**config.mk**
```make
export PLATFORM = sky130hd
export DESIGN_NAME = gpio_ports_with_pin_routing
export DESIGN_NICKNAME = d
export VERILOG_FILES = /design/src/common/gpio_pkg.sv /design/src/hw/gpio_ports_with_pin_routing.sv
export SDC_FILE = /design/constraint.sdc
export NUM_CORES = 1
export LEC_CHECK = 0
export BUFFER_PORTS_ARGS = -buffer_cell sky130_fd_sc_hd__buf_2
export CAP_MARGIN = 20
export CELL_PAD_IN_SITES_DETAIL_PLACEMENT = 1
export CELL_PAD_IN_SITES_GLOBAL_PLACEMENT = 1
export CORE_MARGIN = 3
export CORE_UTILIZATION = 30
export CTS_BUF_LIST = sky130_fd_sc_hd__clkbuf_2
export CTS_CLUSTER_DIAMETER = 30
export CTS_CLUSTER_SIZE = 12
export DETAILED_ROUTE_END_ITERATION = 8
export PLACE_DENSITY_LB_ADDON = 0.1
export SKIP_CTS_REPAIR_TIMING = 1
export SYNTH_ARGS = -nofsm -noshare
export SYNTH_HDL_FRONTEND = slang
export SYNTH_SLANG_ARGS = --single-unit
```
**constraint.sdc**
```tcl
create_clock -name clk_sys -period 6.2 [get_ports clk_sys]
set_clock_uncertainty 0.2 [all_clocks]
set_input_delay 0.31 -clock clk_sys [delete_from_list [all_inputs] [get_ports clk_sys]]
set_output_delay 0.31 -clock clk_sys [all_outputs]
set_load 0.02 [all_outputs]
```
**src/common/gpio_pkg.sv**
```systemverilog
package gpio_pkg;
   // Reset values of the port and configuration registers.
   localparam logic [7:0] DATA_RST = 8'hFF;
   localparam logic [7:0] DIR_RST = 8'h00;
   localparam logic [7:0] OTYPE_RST = 8'h00;
   localparam logic [7:0] PULL_RST = 8'hFF;
   localparam logic [3:0] LOCK_RST = 4'h0;
   localparam logic POL_RST = 1'b0;
   localparam logic ROUTE_RST = 1'b0;
   localparam logic [7:0] CFG_RST = 8'h00;

   // Register index of each port register inside its group of four.
   localparam logic [1:0] SUB_DATA = 2'h0;
   localparam logic [1:0] SUB_DIR = 2'h1;
   localparam logic [1:0] SUB_OTYPE = 2'h2;
   localparam logic [1:0] SUB_PULL = 2'h3;
   // Window indices of the bank 1 port 1 extras; byte address is 4x index.
   localparam logic [2:0] IDX_LOCK = 3'h0;
   localparam logic [2:0] IDX_POL = 3'h1;
   localparam logic [2:0] IDX_ROUTE = 3'h2;

   // Byte addresses of the configuration registers.
   localparam logic [15:0] CFG_ACTIVATE = 16'h8000;
   localparam logic [15:0] CFG_FUNC_EN2 = 16'h8004;
   localparam logic [15:0] CFG_BASE_LO = 16'h8008;
   localparam logic [15:0] CFG_BASE_HI = 16'h800C;
   localparam logic [15:0] CFG_GLOBAL1 = 16'h8010;
   localparam logic [15:0] CFG_GLOBAL2 = 16'h8014;
   localparam logic [15:0] CFG_GLOBAL3 = 16'h8018;
   localparam logic [15:0] CFG_PWR3 = 16'h801C;
   localparam logic [15:0] CFG_PWR5 = 16'h8020;
   localparam int CFG_REGION_BIT = 15;
   localparam int WIN_ALIGN_BIT = 5;

   // Field positions.
   localparam int ACT_BIT = 0;
   localparam int FUNCTION_ENABLE_SECOND_GPIO_BIT = 7;
   localparam int G2_BANK_BIT = 7;
   localparam int G1_P2_BIT = 4;
   localparam int G1_P3_BIT = 3;
   localparam int G3_P25_BIT = 0;
   localparam int PW3_P16_BIT = 0;
   localparam int PW3_P15_BIT = 1;
   localparam int PW3_P24_BIT = 3;
   localparam int PW3_P37_BIT = 4;
   localparam int PW5_P33_BIT = 6;
   localparam int LOCK_LSB = 4;
endpackage

```
**src/hw/gpio_ports_with_pin_routing.sv**
```systemverilog
// Operation
// - Ports 1, 2 enabled by activate register and function enable two bit 7.
// - Port window decoded at base held in two software base registers.
// - Two register banks; bit 7 of global configuration two selects bank.
// - Port 1 at offsets 0-3 in bank 0 and 0-2 in bank 1.
// - Port 2 at offsets 4-7 in bank 0, port 3 at 4-7 in bank 1.
// - Per-bit direction register chooses input or output.
// - Per-bit output type register chooses open-drain or push-pull.
// - Per-bit pull-up register enables the internal pull-up.
// - Port 1 lock bits 7-4 freeze output type and pull-up of pins 7-4.
// - Pin 0 routed to pin 1 when route bit set and data bit 1 clear.
// - Polarity bit 0 sets the active level of port 1 pin 0.
// - Routed: active pin 0 releases open-drain pin 1 or drives push-pull pin 1 high, inactive pin 0 drives it low.
// - Input pins 0, 2, 3 forwarded to power logic; pin 0 to power-on.
// - Reading an output bit returns the latch, not the pin.
// - Writing an input bit only updates the latch until direction is output.
// - Data write latches reset to all ones.
// - Port 1 bits 5 and 6 pins owned by power control three bits 1 and 0.
// - Port 2 bit 4 owns its pins by global one bit 4 and power three bit 3.
// - Port 2 bit 4 on both pins drives both, reads infrared pin only.
// - Port 2 bit 5 on two pins; drives both, reads keyboard pin only.
// - Port 3 bits 0-2 and 4-6 owned by global one bit 3.
// - Port 3 bit 3 by power five bit 6, bit 7 by power three bit 4.
//
// Register access over AHB-Lite and the address map were chosen for this implementation.
`timescale 1ns/1ns
module gpio_ports_with_pin_routing (
   input wire logic clk_sys,
   input wire logic rstn,
   input wire logic hsel,
   input wire logic [31:0] haddr,
   input wire logic [1:0] htrans,
   input wire logic hwrite,
   input wire logic [2:0] hsize,
   input wire logic [31:0] hwdata,
   input wire logic hready,
   output logic hreadyout,
   output logic [31:0] hrdata,
   output logic hresp,
   input wire logic [7:0] p1In,
   output logic [7:0] p1Out,
   output logic [7:0] p1Oe,
   output logic [7:0] p1PullEn,
   output logic [7:0] p1Own,
   input wire logic [7:0] p2In,
   output logic [7:0] p2Out,
   output logic [7:0] p2Oe,
   output logic [7:0] p2PullEn,
   output logic [7:0] p2Own,
   input wire logic [7:0] p3In,
   output logic [7:0] p3Out,
   output logic [7:0] p3Oe,
   output logic [7:0] p3PullEn,
   output logic [7:0] p3Own,
   input wire logic infraredReceiveAltIn,
   output logic infraredReceiveAltOut,
   output logic infraredReceiveAltOe,
   output logic infraredReceiveAltPullEn,
   output logic infraredReceiveAltOwn,
   input wire logic keyboardPortBit6In,
   output logic keyboardPortBit6Out,
   output logic keyboardPortBit6Oe,
   output logic keyboardPortBit6PullEn,
   output logic keyboardPortBit6Own,
   output logic [2:0] powerRequestFwd,
   output logic powerOnControlFwd
);

   logic rstMeta_r;
   logic rstSyncN;

   always_ff @(posedge clk_sys or negedge rstn) begin
      if (!rstn) begin
         rstMeta_r <= 1'b0;
         rstSyncN <= 1'b0;
      end else begin
         rstMeta_r <= 1'b1;
         rstSyncN <= rstMeta_r;
      end
   end

   // Bus slave: writes take no wait state, reads take one.
   logic dWrite_r;
   logic dRead_r;
   logic [15:0] dAddr_r;
   logic dMapped_r;
   logic [31:0] hrdata_r;
   wire accept = hsel && hready && htrans[1];

   always_ff @(posedge clk_sys or negedge rstSyncN) begin
      if (!rstSyncN) begin
         dWrite_r <= 1'b0;
         dRead_r <= 1'b0;
         dAddr_r <= 16'h0000;
         dMapped_r <= 1'b0;
      end else if (dRead_r) begin
         // The read wait state lasts one cycle; the address is held meanwhile.
         dRead_r <= 1'b0;
      end else begin
         dWrite_r <= accept && hwrite;
         dRead_r <= accept && !hwrite;
         dAddr_r <= haddr[15:0];
         dMapped_r <= (haddr[31:16] == 16'h0000) && (haddr[1:0] == 2'b00);
      end
   end

   assign hreadyout = !dRead_r;
   assign hresp = 1'b0;
   assign hrdata = hrdata_r;

   // Configuration registers.
   logic [7:0] act_r, function_enable_second_r, baseLo_r, baseHi_r;
   logic [7:0] g1_r, g2_r, g3_r, pw3_r, pw5_r;
   wire [7:0] wData = hwdata[7:0];
   wire cfgHit = dMapped_r && dAddr_r[gpio_pkg::CFG_REGION_BIT];
   wire cfgWr = dWrite_r && cfgHit;
   wire active = act_r[gpio_pkg::ACT_BIT];
   wire [15:0] winBase = {baseHi_r, baseLo_r};
   wire winHit = dMapped_r && active
      && !dAddr_r[gpio_pkg::CFG_REGION_BIT]
      && (dAddr_r[15:gpio_pkg::WIN_ALIGN_BIT]
          == winBase[15:gpio_pkg::WIN_ALIGN_BIT]);
   wire winWr = dWrite_r && winHit;
   wire [2:0] winIdx = dAddr_r[4:2];
   wire bank = g2_r[gpio_pkg::G2_BANK_BIT];

   always_ff @(posedge clk_sys or negedge rstSyncN) begin
      if (!rstSyncN) begin
         act_r <= gpio_pkg::CFG_RST;
         function_enable_second_r <= gpio_pkg::CFG_RST;
         baseLo_r <= gpio_pkg::CFG_RST;
         baseHi_r <= gpio_pkg::CFG_RST;
         g1_r <= gpio_pkg::CFG_RST;
         g2_r <= gpio_pkg::CFG_RST;
         g3_r <= gpio_pkg::CFG_RST;
         pw3_r <= gpio_pkg::CFG_RST;
         pw5_r <= gpio_pkg::CFG_RST;
      end else if (cfgWr) begin
         if (dAddr_r == gpio_pkg::CFG_ACTIVATE) act_r <= wData;
         if (dAddr_r == gpio_pkg::CFG_FUNC_EN2) function_enable_second_r <= wData;
         if (dAddr_r == gpio_pkg::CFG_BASE_LO) baseLo_r <= wData;
         if (dAddr_r == gpio_pkg::CFG_BASE_HI) baseHi_r <= wData;
         if (dAddr_r == gpio_pkg::CFG_GLOBAL1) g1_r <= wData;
         if (dAddr_r == gpio_pkg::CFG_GLOBAL2) g2_r <= wData;
         if (dAddr_r == gpio_pkg::CFG_GLOBAL3) g3_r <= wData;
         if (dAddr_r == gpio_pkg::CFG_PWR3) pw3_r <= wData;
         if (dAddr_r == gpio_pkg::CFG_PWR5) pw5_r <= wData;
      end
   end

   wire [7:0] cfgVal =
      (dAddr_r == gpio_pkg::CFG_ACTIVATE) ? act_r :
      (dAddr_r == gpio_pkg::CFG_FUNC_EN2) ? function_enable_second_r :
      (dAddr_r == gpio_pkg::CFG_BASE_LO) ? baseLo_r :
      (dAddr_r == gpio_pkg::CFG_BASE_HI) ? baseHi_r :
      (dAddr_r == gpio_pkg::CFG_GLOBAL1) ? g1_r :
      (dAddr_r == gpio_pkg::CFG_GLOBAL2) ? g2_r :
      (dAddr_r == gpio_pkg::CFG_GLOBAL3) ? g3_r :
      (dAddr_r == gpio_pkg::CFG_PWR3) ? pw3_r :
      (dAddr_r == gpio_pkg::CFG_PWR5) ? pw5_r : 8'h00;

   // Port p sits in bank 1 only for port 3, and at index 4 and up for 2, 3.
   function automatic logic portHit(input logic bk, input logic [2:0] idx,
                                    input int p, input logic [1:0] sub);
      logic hiHalf;
      hiHalf = (p != 0);
      portHit = (bk == (p == 2)) && (idx == {hiHalf, sub});
   endfunction

   // Port 1 extras in bank 1.
   logic [3:0] lock_r;
   logic pol_r;
   logic route_r;
   wire extraWr = winWr && bank;

   always_ff @(posedge clk_sys or negedge rstSyncN) begin
      if (!rstSyncN) begin
         lock_r <= gpio_pkg::LOCK_RST;
         pol_r <= gpio_pkg::POL_RST;
         route_r <= gpio_pkg::ROUTE_RST;
      end else if (extraWr) begin
         if (winIdx == gpio_pkg::IDX_LOCK)
            lock_r <= lock_r | wData[7:gpio_pkg::LOCK_LSB];
         if (winIdx == gpio_pkg::IDX_POL) pol_r <= wData[0];
         if (winIdx == gpio_pkg::IDX_ROUTE) route_r <= wData[0];
      end
   end

   // Enables and pin ownership.
   wire en12 = active && function_enable_second_r[gpio_pkg::FUNCTION_ENABLE_SECOND_GPIO_BIT];
   wire [2:0] portEn = {active, en12, en12};
   wire p2Main = g1_r[gpio_pkg::G1_P2_BIT];
   wire p3Main = g1_r[gpio_pkg::G1_P3_BIT];
   assign p1Own = {1'b1, pw3_r[gpio_pkg::PW3_P16_BIT],
                   pw3_r[gpio_pkg::PW3_P15_BIT], 5'h1F};
   assign p2Own = {2'b11, p2Main, p2Main, 4'hF};
   assign p3Own = {pw3_r[gpio_pkg::PW3_P37_BIT], {3{p3Main}},
                   pw5_r[gpio_pkg::PW5_P33_BIT], {3{p3Main}}};
   assign infraredReceiveAltOwn = pw3_r[gpio_pkg::PW3_P24_BIT];
   assign keyboardPortBit6Own = g3_r[gpio_pkg::G3_P25_BIT];

   logic [7:0] dat_r [3];
   logic [7:0] dir_r [3];
   logic [7:0] otyp_r [3];
   logic [7:0] pull_r [3];
   wire [7:0] pinIn [3];
   wire [7:0] own [3];
   wire [7:0] sense [3];
   wire [7:0] eff [3];
   wire [7:0] oe [3];
   wire [7:0] pu [3];
   wire [7:0] portRd [3];

   assign pinIn[0] = p1In;
   assign pinIn[1] = p2In;
   assign pinIn[2] = p3In;
   assign own[0] = p1Own;
   assign own[1] = p2Own;
   assign own[2] = p3Own;

   // When both pins are owned, port 2 bits 4 and 5 read the alternate pin.
   assign sense[0] = p1In;
   assign sense[1] = {p2In[7:6],
      keyboardPortBit6Own ? keyboardPortBit6In : p2In[5],
      infraredReceiveAltOwn ? infraredReceiveAltIn : p2In[4],
      p2In[3:0]};
   assign sense[2] = p3In;

   // Pin 0 routed onto pin 1 with a selectable active level.
   wire routeOn = route_r && !dat_r[0][1];
   wire pin0Active = pol_r ? p1In[0] : !p1In[0];
   wire routeBit = routeOn ? pin0Active : dat_r[0][1];
   assign eff[0] = {dat_r[0][7:2], routeBit, dat_r[0][0]};
   assign eff[1] = dat_r[1];
   assign eff[2] = dat_r[2];

   wire [7:0] lockMask = {lock_r, 4'h0};

   for (genvar p = 0; p < 3; p++) begin : g_port
      wire [7:0] keep = (p == 0) ? lockMask : 8'h00;
      wire [7:0] keepDat = keep & dir_r[p];
      wire wDat = winWr && portHit(bank, winIdx, p, gpio_pkg::SUB_DATA);
      wire wDir = winWr && portHit(bank, winIdx, p, gpio_pkg::SUB_DIR);
      wire wTyp = winWr && portHit(bank, winIdx, p, gpio_pkg::SUB_OTYPE);
      wire wPul = winWr && portHit(bank, winIdx, p, gpio_pkg::SUB_PULL);
      wire [7:0] rdDat = (dir_r[p] & dat_r[p]) | (~dir_r[p] & sense[p]);

      always_ff @(posedge clk_sys or negedge rstSyncN) begin
         if (!rstSyncN) begin
            dat_r[p] <= gpio_pkg::DATA_RST;
            dir_r[p] <= gpio_pkg::DIR_RST;
            otyp_r[p] <= gpio_pkg::OTYPE_RST;
            pull_r[p] <= gpio_pkg::PULL_RST;
         end else begin
            if (wDat)
               dat_r[p] <= (dat_r[p] & keepDat) | (wData & ~keepDat);
            if (wDir) dir_r[p] <= (dir_r[p] & keep) | (wData & ~keep);
            if (wTyp)
               otyp_r[p] <= (otyp_r[p] & keep) | (wData & ~keep);
            if (wPul)
               pull_r[p] <= (pull_r[p] & keep) | (wData & ~keep);
         end
      end

      // Open-drain drives only a low; push-pull drives both levels.
      assign oe[p] = {8{portEn[p]}} & own[p] & dir_r[p]
                     & (otyp_r[p] | ~eff[p]);
      assign pu[p] = {8{portEn[p]}} & own[p] & pull_r[p];
      assign portRd[p] =
         portHit(bank, winIdx, p, gpio_pkg::SUB_DATA) ? rdDat :
         portHit(bank, winIdx, p, gpio_pkg::SUB_DIR) ? dir_r[p] :
         portHit(bank, winIdx, p, gpio_pkg::SUB_OTYPE) ? otyp_r[p] :
         portHit(bank, winIdx, p, gpio_pkg::SUB_PULL) ? pull_r[p] : 8'h00;
   end

   assign p1Out = eff[0];
   assign p2Out = eff[1];
   assign p3Out = eff[2];
   assign p1Oe = oe[0];
   assign p2Oe = oe[1];
   assign p3Oe = oe[2];
   assign p1PullEn = pu[0];
   assign p2PullEn = pu[1];
   assign p3PullEn = pu[2];

   // Alternate pins follow the same output and pull-up settings.
   wire p2On = portEn[1];
   assign infraredReceiveAltOut = eff[1][4];
   assign infraredReceiveAltOe = p2On && infraredReceiveAltOwn && dir_r[1][4]
      && (otyp_r[1][4] || !eff[1][4]);
   assign infraredReceiveAltPullEn = p2On && infraredReceiveAltOwn
      && pull_r[1][4];
   assign keyboardPortBit6Out = eff[1][5];
   assign keyboardPortBit6Oe = p2On && keyboardPortBit6Own && dir_r[1][5]
      && (otyp_r[1][5] || !eff[1][5]);
   assign keyboardPortBit6PullEn = p2On && keyboardPortBit6Own
      && pull_r[1][5];

   wire [7:0] extraRd = !bank ? 8'h00 :
      (winIdx == gpio_pkg::IDX_LOCK) ? lockMask :
      (winIdx == gpio_pkg::IDX_POL) ? {7'h00, pol_r} :
      (winIdx == gpio_pkg::IDX_ROUTE) ? {7'h00, route_r} : 8'h00;
   wire [7:0] winVal = portRd[0] | portRd[1] | portRd[2] | extraRd;
   wire [7:0] rdVal = cfgHit ? cfgVal : (winHit ? winVal : 8'h00);

   // Forwarding of input pins to the power logic.
   logic [2:0] fwd_r;
   logic onFwd_r;
   wire [2:0] fwdIn = {p1In[3], p1In[2], p1In[0]};
   wire [2:0] fwdDir = {dir_r[0][3], dir_r[0][2], dir_r[0][0]};

   always_ff @(posedge clk_sys or negedge rstSyncN) begin
      if (!rstSyncN) begin
         hrdata_r <= 32'h0000_0000;
         fwd_r <= 3'b000;
         onFwd_r <= 1'b0;
      end else begin
         if (dRead_r) hrdata_r <= {24'h00_0000, rdVal};
         fwd_r <= fwdIn & ~fwdDir & {3{en12}};
         onFwd_r <= p1In[0] && !dir_r[0][0] && en12;
      end
   end

   assign powerRequestFwd = fwd_r;
   assign powerOnControlFwd = onFwd_r;
endmodule // gpio_ports_with_pin_routing

```
# == Word-level counts from Yosys, hierarchy flattened ==
# Index checks and enable logic that the tools add are counted.
# Widths: inputs -> output; s select.
# classes
n_addsub,0
multipliers,0
n_div,0
magnitude_cmp,0
n_eq_ne,17
shifts,0
mux,32
bitwise,50
reduce_logical,73
# op_table
cell,n
$mux 8,25
$and 8x8->8,24
$eq 16x16->1 const B,9
$or 8x8->8,13
$not 8->8,8
$logic_and 1x1->1,48
$reduce_and 2->1,12
$logic_not 16->1,1
$eq 3x3->1 const B,4
$eq 11x11->1,1
$logic_not 1->1,8
$mux 1,7
$and 3x3->3,2
$eq 3x2->1 const B,2
$or 4x4->4,1
$eq 3x1->1 const B,1
$logic_not 3->1,1
$not 3->3,1
$logic_not 2->1,1
$logic_or 1x1->1,2
$not 1->1,1
# totals
register_bits,207
latch_bits,0
ramBits,0
rom_bits,0
in_bits,100
elab_cells,205
n_memories,0

# == Logic depth before layout (Yosys ltp) ==
# logic_depth
word_depth,11
mapped_depth,10
ltp_nobuf,6

# == Least setup slack after synthesis ==
# OpenSTA, ideal clock, no wires.
# synth_path
kind,flip-flop to flip-flop
start,register dAddr_r[6]
end,register dir_r[0] (netlist name)
setup_time_ns,0.125
arrival_time_ns,1.960
required_ns,5.875
setup_slack_ns,3.916
stages_incl_launch_ff,8
path_buffers,1
path_cell_list,dfrtp_1 -> xor2_1 -> nor4_1 -> and4_1 -> buf_6 -> nand3_4 -> nor2_8 -> mux2_2
# synth_via
elab_chain_cells,4
# synth_lines
item,line_no,rtl
"start, declared",gpio_ports_with_pin_routing.sv:85,logic [15:0] dAddr_r;
"start signal, assigned",gpio_ports_with_pin_routing.sv:102,dAddr_r <= haddr[15:0];
$eq 11x11->1,gpio_ports_with_pin_routing.sv:122,== winBase[15:gpio_pkg::WIN_ALIGN_BIT]);
$logic_and 1x1->1,gpio_ports_with_pin_routing.sv:121,&& (dAddr_r[15:gpio_pkg::WIN_ALIGN_BIT]
$logic_and 1x1->1,gpio_ports_with_pin_routing.sv:123,wire winWr = dWrite_r && winHit;
$logic_and 1x1->1,gpio_ports_with_pin_routing.sv:243,"wire wDir = winWr && portHit(bank, winIdx, p, gpio_pkg::SUB_DIR);"
"end signal, assigned by index",gpio_ports_with_pin_routing.sv:251,dir_r[p] <= gpio_pkg::DIR_RST;
"end signal, assigned by index",gpio_ports_with_pin_routing.sv:257,if (wDir) dir_r[p] <= (dir_r[p] & keep) | (wData & ~keep);
"end, declared",gpio_ports_with_pin_routing.sv:203,logic [7:0] dir_r [3];
# No other way between the ends.
# A chain may end at the register's enable or synchronous reset.

# == Worst setup path in the final report ==
# layout_path
start,register dAddr_r[3]
end,register hrdata_r[4] (netlist: hrdata[4])
# layout_via
elab_chain_cells,11
# layout_lines
item,line_no,rtl
"$eq 16x16->1, or another cell as far along",gpio_ports_with_pin_routing.sv:160,(dAddr_r == gpio_pkg::CFG_PWR5) ? pw5_r : 8'h00;
$mux 8 / $logic_and 1x1->1 (equally long branches),"gpio_ports_with_pin_routing.sv:160, gpio_ports_with_pin_routing.sv:167",
"$mux 8, on equally long branches","gpio_ports_with_pin_routing.sv:159, gpio_ports_with_pin_routing.sv:273",
"$mux 8, on equally long branches","gpio_ports_with_pin_routing.sv:158, gpio_ports_with_pin_routing.sv:272",
"$mux 8, on equally long branches","gpio_ports_with_pin_routing.sv:157, gpio_ports_with_pin_routing.sv:271",
"$mux 8, on equally long branches","gpio_ports_with_pin_routing.sv:156, gpio_ports_with_pin_routing.sv:270",
$mux 8 / $or 8x8->8 (equally long branches),"gpio_ports_with_pin_routing.sv:155, gpio_ports_with_pin_routing.sv:303",
$mux 8 / $or 8x8->8 (equally long branches),"gpio_ports_with_pin_routing.sv:154, gpio_ports_with_pin_routing.sv:303",
$mux 8 / $or 8x8->8 (equally long branches),"gpio_ports_with_pin_routing.sv:153, gpio_ports_with_pin_routing.sv:303",
"$mux 8, on equally long branches","gpio_ports_with_pin_routing.sv:152, gpio_ports_with_pin_routing.sv:304",
$mux 8 (*),gpio_ports_with_pin_routing.sv:304,wire [7:0] rdVal = cfgHit ? cfgVal : (winHit ? winVal : 8'h00);
"end signal, assigned",gpio_ports_with_pin_routing.sv:318,"if (dRead_r) hrdata_r <= {24'h00_0000, rdVal};"
"end, declared",gpio_ports_with_pin_routing.sv:87,logic [31:0] hrdata_r;
# Mark *: on every way between the ends. The rest lies on a longest branch, timed or not.

==> impl_metrics.yaml <==
run_status:
  status: "finished, final reports clean"
synth:
  synth.area.top_cells: "dfrtp_1 (34%), mux2_2 (20%), dfstp_2 (11%)"
  postSynth.asyncResetShare_pct: 100
  synth_top_cell_area_share_pct: 33.9
  ys_ff_latch: 206
  synth_area_sq_um: 11700
  synth_common_cells: "mux2_2 (205), dfrtp_1 (158), buf_4 (78)"
  avgSynthCellArea_sq_um: 11.3
  synth_cell_types: 78
  synthCells: 1035
  ys_warn_count: 0
  synth_ff_type: "dfrtp_1"
  synth_edf_count: 0
  synth_top_cell_by_area: "dfrtp_1"
  seq_area_frac_synth_pct: 44.7
  yosys.cell_count.top_type: "mux2_2"
detailed_routing:
  viasPerCell: 4.98
  drtIter0Drc: 445
  dr.pass1.iters: 4
  postRouteAntennaNets: 0
  vias: 9062
  wl_um: 42600
  drcViolationCount: 0
  wl_per_cell_um: 23.4
worst_setup_path:
  worst_ep_arrival_time_ns: 4.30
  cp_max_fo: 25
  crit_required_ns: 6.87
  crit_type: "reg -> reg"
  crit_path_start_kind: "flip-flop"
  worstSetupEndpointType: "flip-flop"
sta:
  worst_slew_pin_slew_ns: 1.11
  rsz0062_at_grt: "no"
  slew-limit-headroom_pct: 26.2
  holdWs_ns: 0.0185
  period_share_pct: 58.4
  setup_violations: 0
  slew_viol_final: 0
  fin_tns_setup_ns: 0
  hold_viol: 0
  clock.fmax_ghz: 0.276
  min_period_ns: 3.62
clocking:
  cts.clk_slew.worst_paths_ns: 0.11
  clkLatencyLatePin_ns: 0.99
  htreeDepth: 2
  cts_buffers: 61
  clockBufferDepth: 3
  cts_tree: "built"
  root_buffer: "clkbuf_2"
  cts.sinks: 206
place:
  place.gp.congestion: 0.789
  dp_hpwl_um: 29200
  port_buffers: 176
global_routing:
  grtUsageTotal_pct: 20.0
  grt_pass1_wl_um: 62000
  grt_max_degree: 156
  overflow: 0
  grt_pass1_vias: 9265
  antenna_found_initial: 1
power:
  power_density_nw_per_um2: 232
  vdd_drop_max_mv: 0.0886
  power_uw: 3280
  p_leak_uw: 0.00680
layout:
  syn_to_final_growth_pct: 21.4
  drive_gt1_share_pct: 45.1
  final_nets: 1356
  final_util_pct: 37.3
floorplan:
  die_h_um: 203
  io_pins: 242
  die_area_sq_um: 41300
  start_util_pct: 30.7
  die_w_um: 203
  core_sq_um: 38000
  rows: 71
job:
  maxCapViolCount: 0
min_path:
  hold_class: "in -> reg"
[registers in the layout, indices dropped and copies added, names as in the netlist, 3 cells and up, named ones only]
register / flops
pw3_r: 8
baseHi_r: 8
p1Out: 3
baseLo_r: 8
dAddr_r: 16
g3_r: 8
hrdata: 8
g2_r: 8
act_r: 8
lock_r: 4
p2Out: 8
pw5_r: 8
powerRequestFwd: 3
dir_r: 20
function_enable_second_r: 8
g1_r: 8
otyp_r: 20
p3Out: 8
pull_r: 20
[metrics by stage]
step	cell area (sq um)	worst slack [ns]	cells
final	14200	2.58	1820
after global placement	12600	2.83	1637
after CTS	13500	2.39	1752
after global routing	14200	2.35	1820
after floorplan	11800	2.65	1071
after detailed placement	12600	2.79	1637
[cells by family (layout without fill, tap and decap cells)]
family                 count (synthesis)  count (layout)  share of synthesized area (%)
AND/OR/NAND/NOR                      259             259                           14.4
multiplexers                         232             232                           22.5
flip-flops                           206             206                           44.7
AO/OA/AOI/OAI                        164             164                           9.30
buffers and inverters                161             398                           8.20
XOR/XNOR                              11              11                          0.826
other                                  2              39                         0.0644
[layout by cell type, fill, tap and decap left out, types with 12 or more instances in the layout]
cell type and n:
nor3_1 23, dfstp_2 48, a211oi_1 16, nand3_1 13, dfrtp_1 155, dlygate4sd3_1 67, and3_1 33, buf_2 176
a21oi_1 27, clkinv_1 13, conb_1 38, o21ai_0 43, bufinv_16 14, clkbuf_2 74, nor2_1 40, inv_1 26
mux2i_1 22, a22oi_1 16, clkinv_2 12, mux2_2 205, nand2_1 54
[critical path: stages, from the launching register on]
cell	delay (ns)
dfrtp_2	0.84
buf_4	0.52
mux2_2	0.41
a22oi_1	0.14
o221ai_1	0.16
a221o_1	0.40
dlygate4sd3_1	0.58
a22oi_1	0.14
o21ai_0	0.11
[area by class of cell]
class                           count  area (sq um)
Clock buffer                       74           370
Fill cell                        4350         23900
Clock inverter                     41           537
Timing Repair Buffer              255          1650
Multi-Input combinational cell    704          5630
Inverter                           28           105
Sequential cell                   206          5220
Tap cell                          511           639
Antenna cell                        1          2.50
[routing by layer]
layer | up-vias | part of all wire [%] | GRT usage (%)
met5 | - | 0 | 0
met4 | 0 | 1.6 | 5.04
met3 | 52 | 5.2 | 3.67
met2 | 235 | 45 | 30.9
met1 | 4617 | 48 | 29.2
li1 | 4158 | - | -
[worst paths after layout]
path,from,end,slack [ns],depth (start not counted)
worst max-delay path,dAddr_r[3]$_DFFE_PN0N_,hrdata[4]$_DFFE_PN0P_,2.58,8
worst min-delay path,p2In[7],hrdata[7]$_DFFE_PN0P_,0.02,6
worst max register to register,dAddr_r[3]$_DFFE_PN0N_,hrdata[4]$_DFFE_PN0P_,2.58,8
worst min register to register,rstSyncN$_DFF_PN0_,g3_r[5]$_DFFE_PN0P_,0.15,0
max in group asynchronous,rstSyncN$_DFF_PN0_,dAddr_r[3]$_DFFE_PN0N_,4.09,1
min in group asynchronous,rstSyncN$_DFF_PN0_,g3_r[5]$_DFFE_PN0P_,0.15,0
[report_power, final]
group	internal [uW]	switching, uW	total (uW)	leakage (uW)
clock	936	690	1630	0.000581
combinational	91.3	176	267	0.00360
sequential	1360	30.1	1390	0.00262
Note: power is estimated with default switching activity, not from simulation.
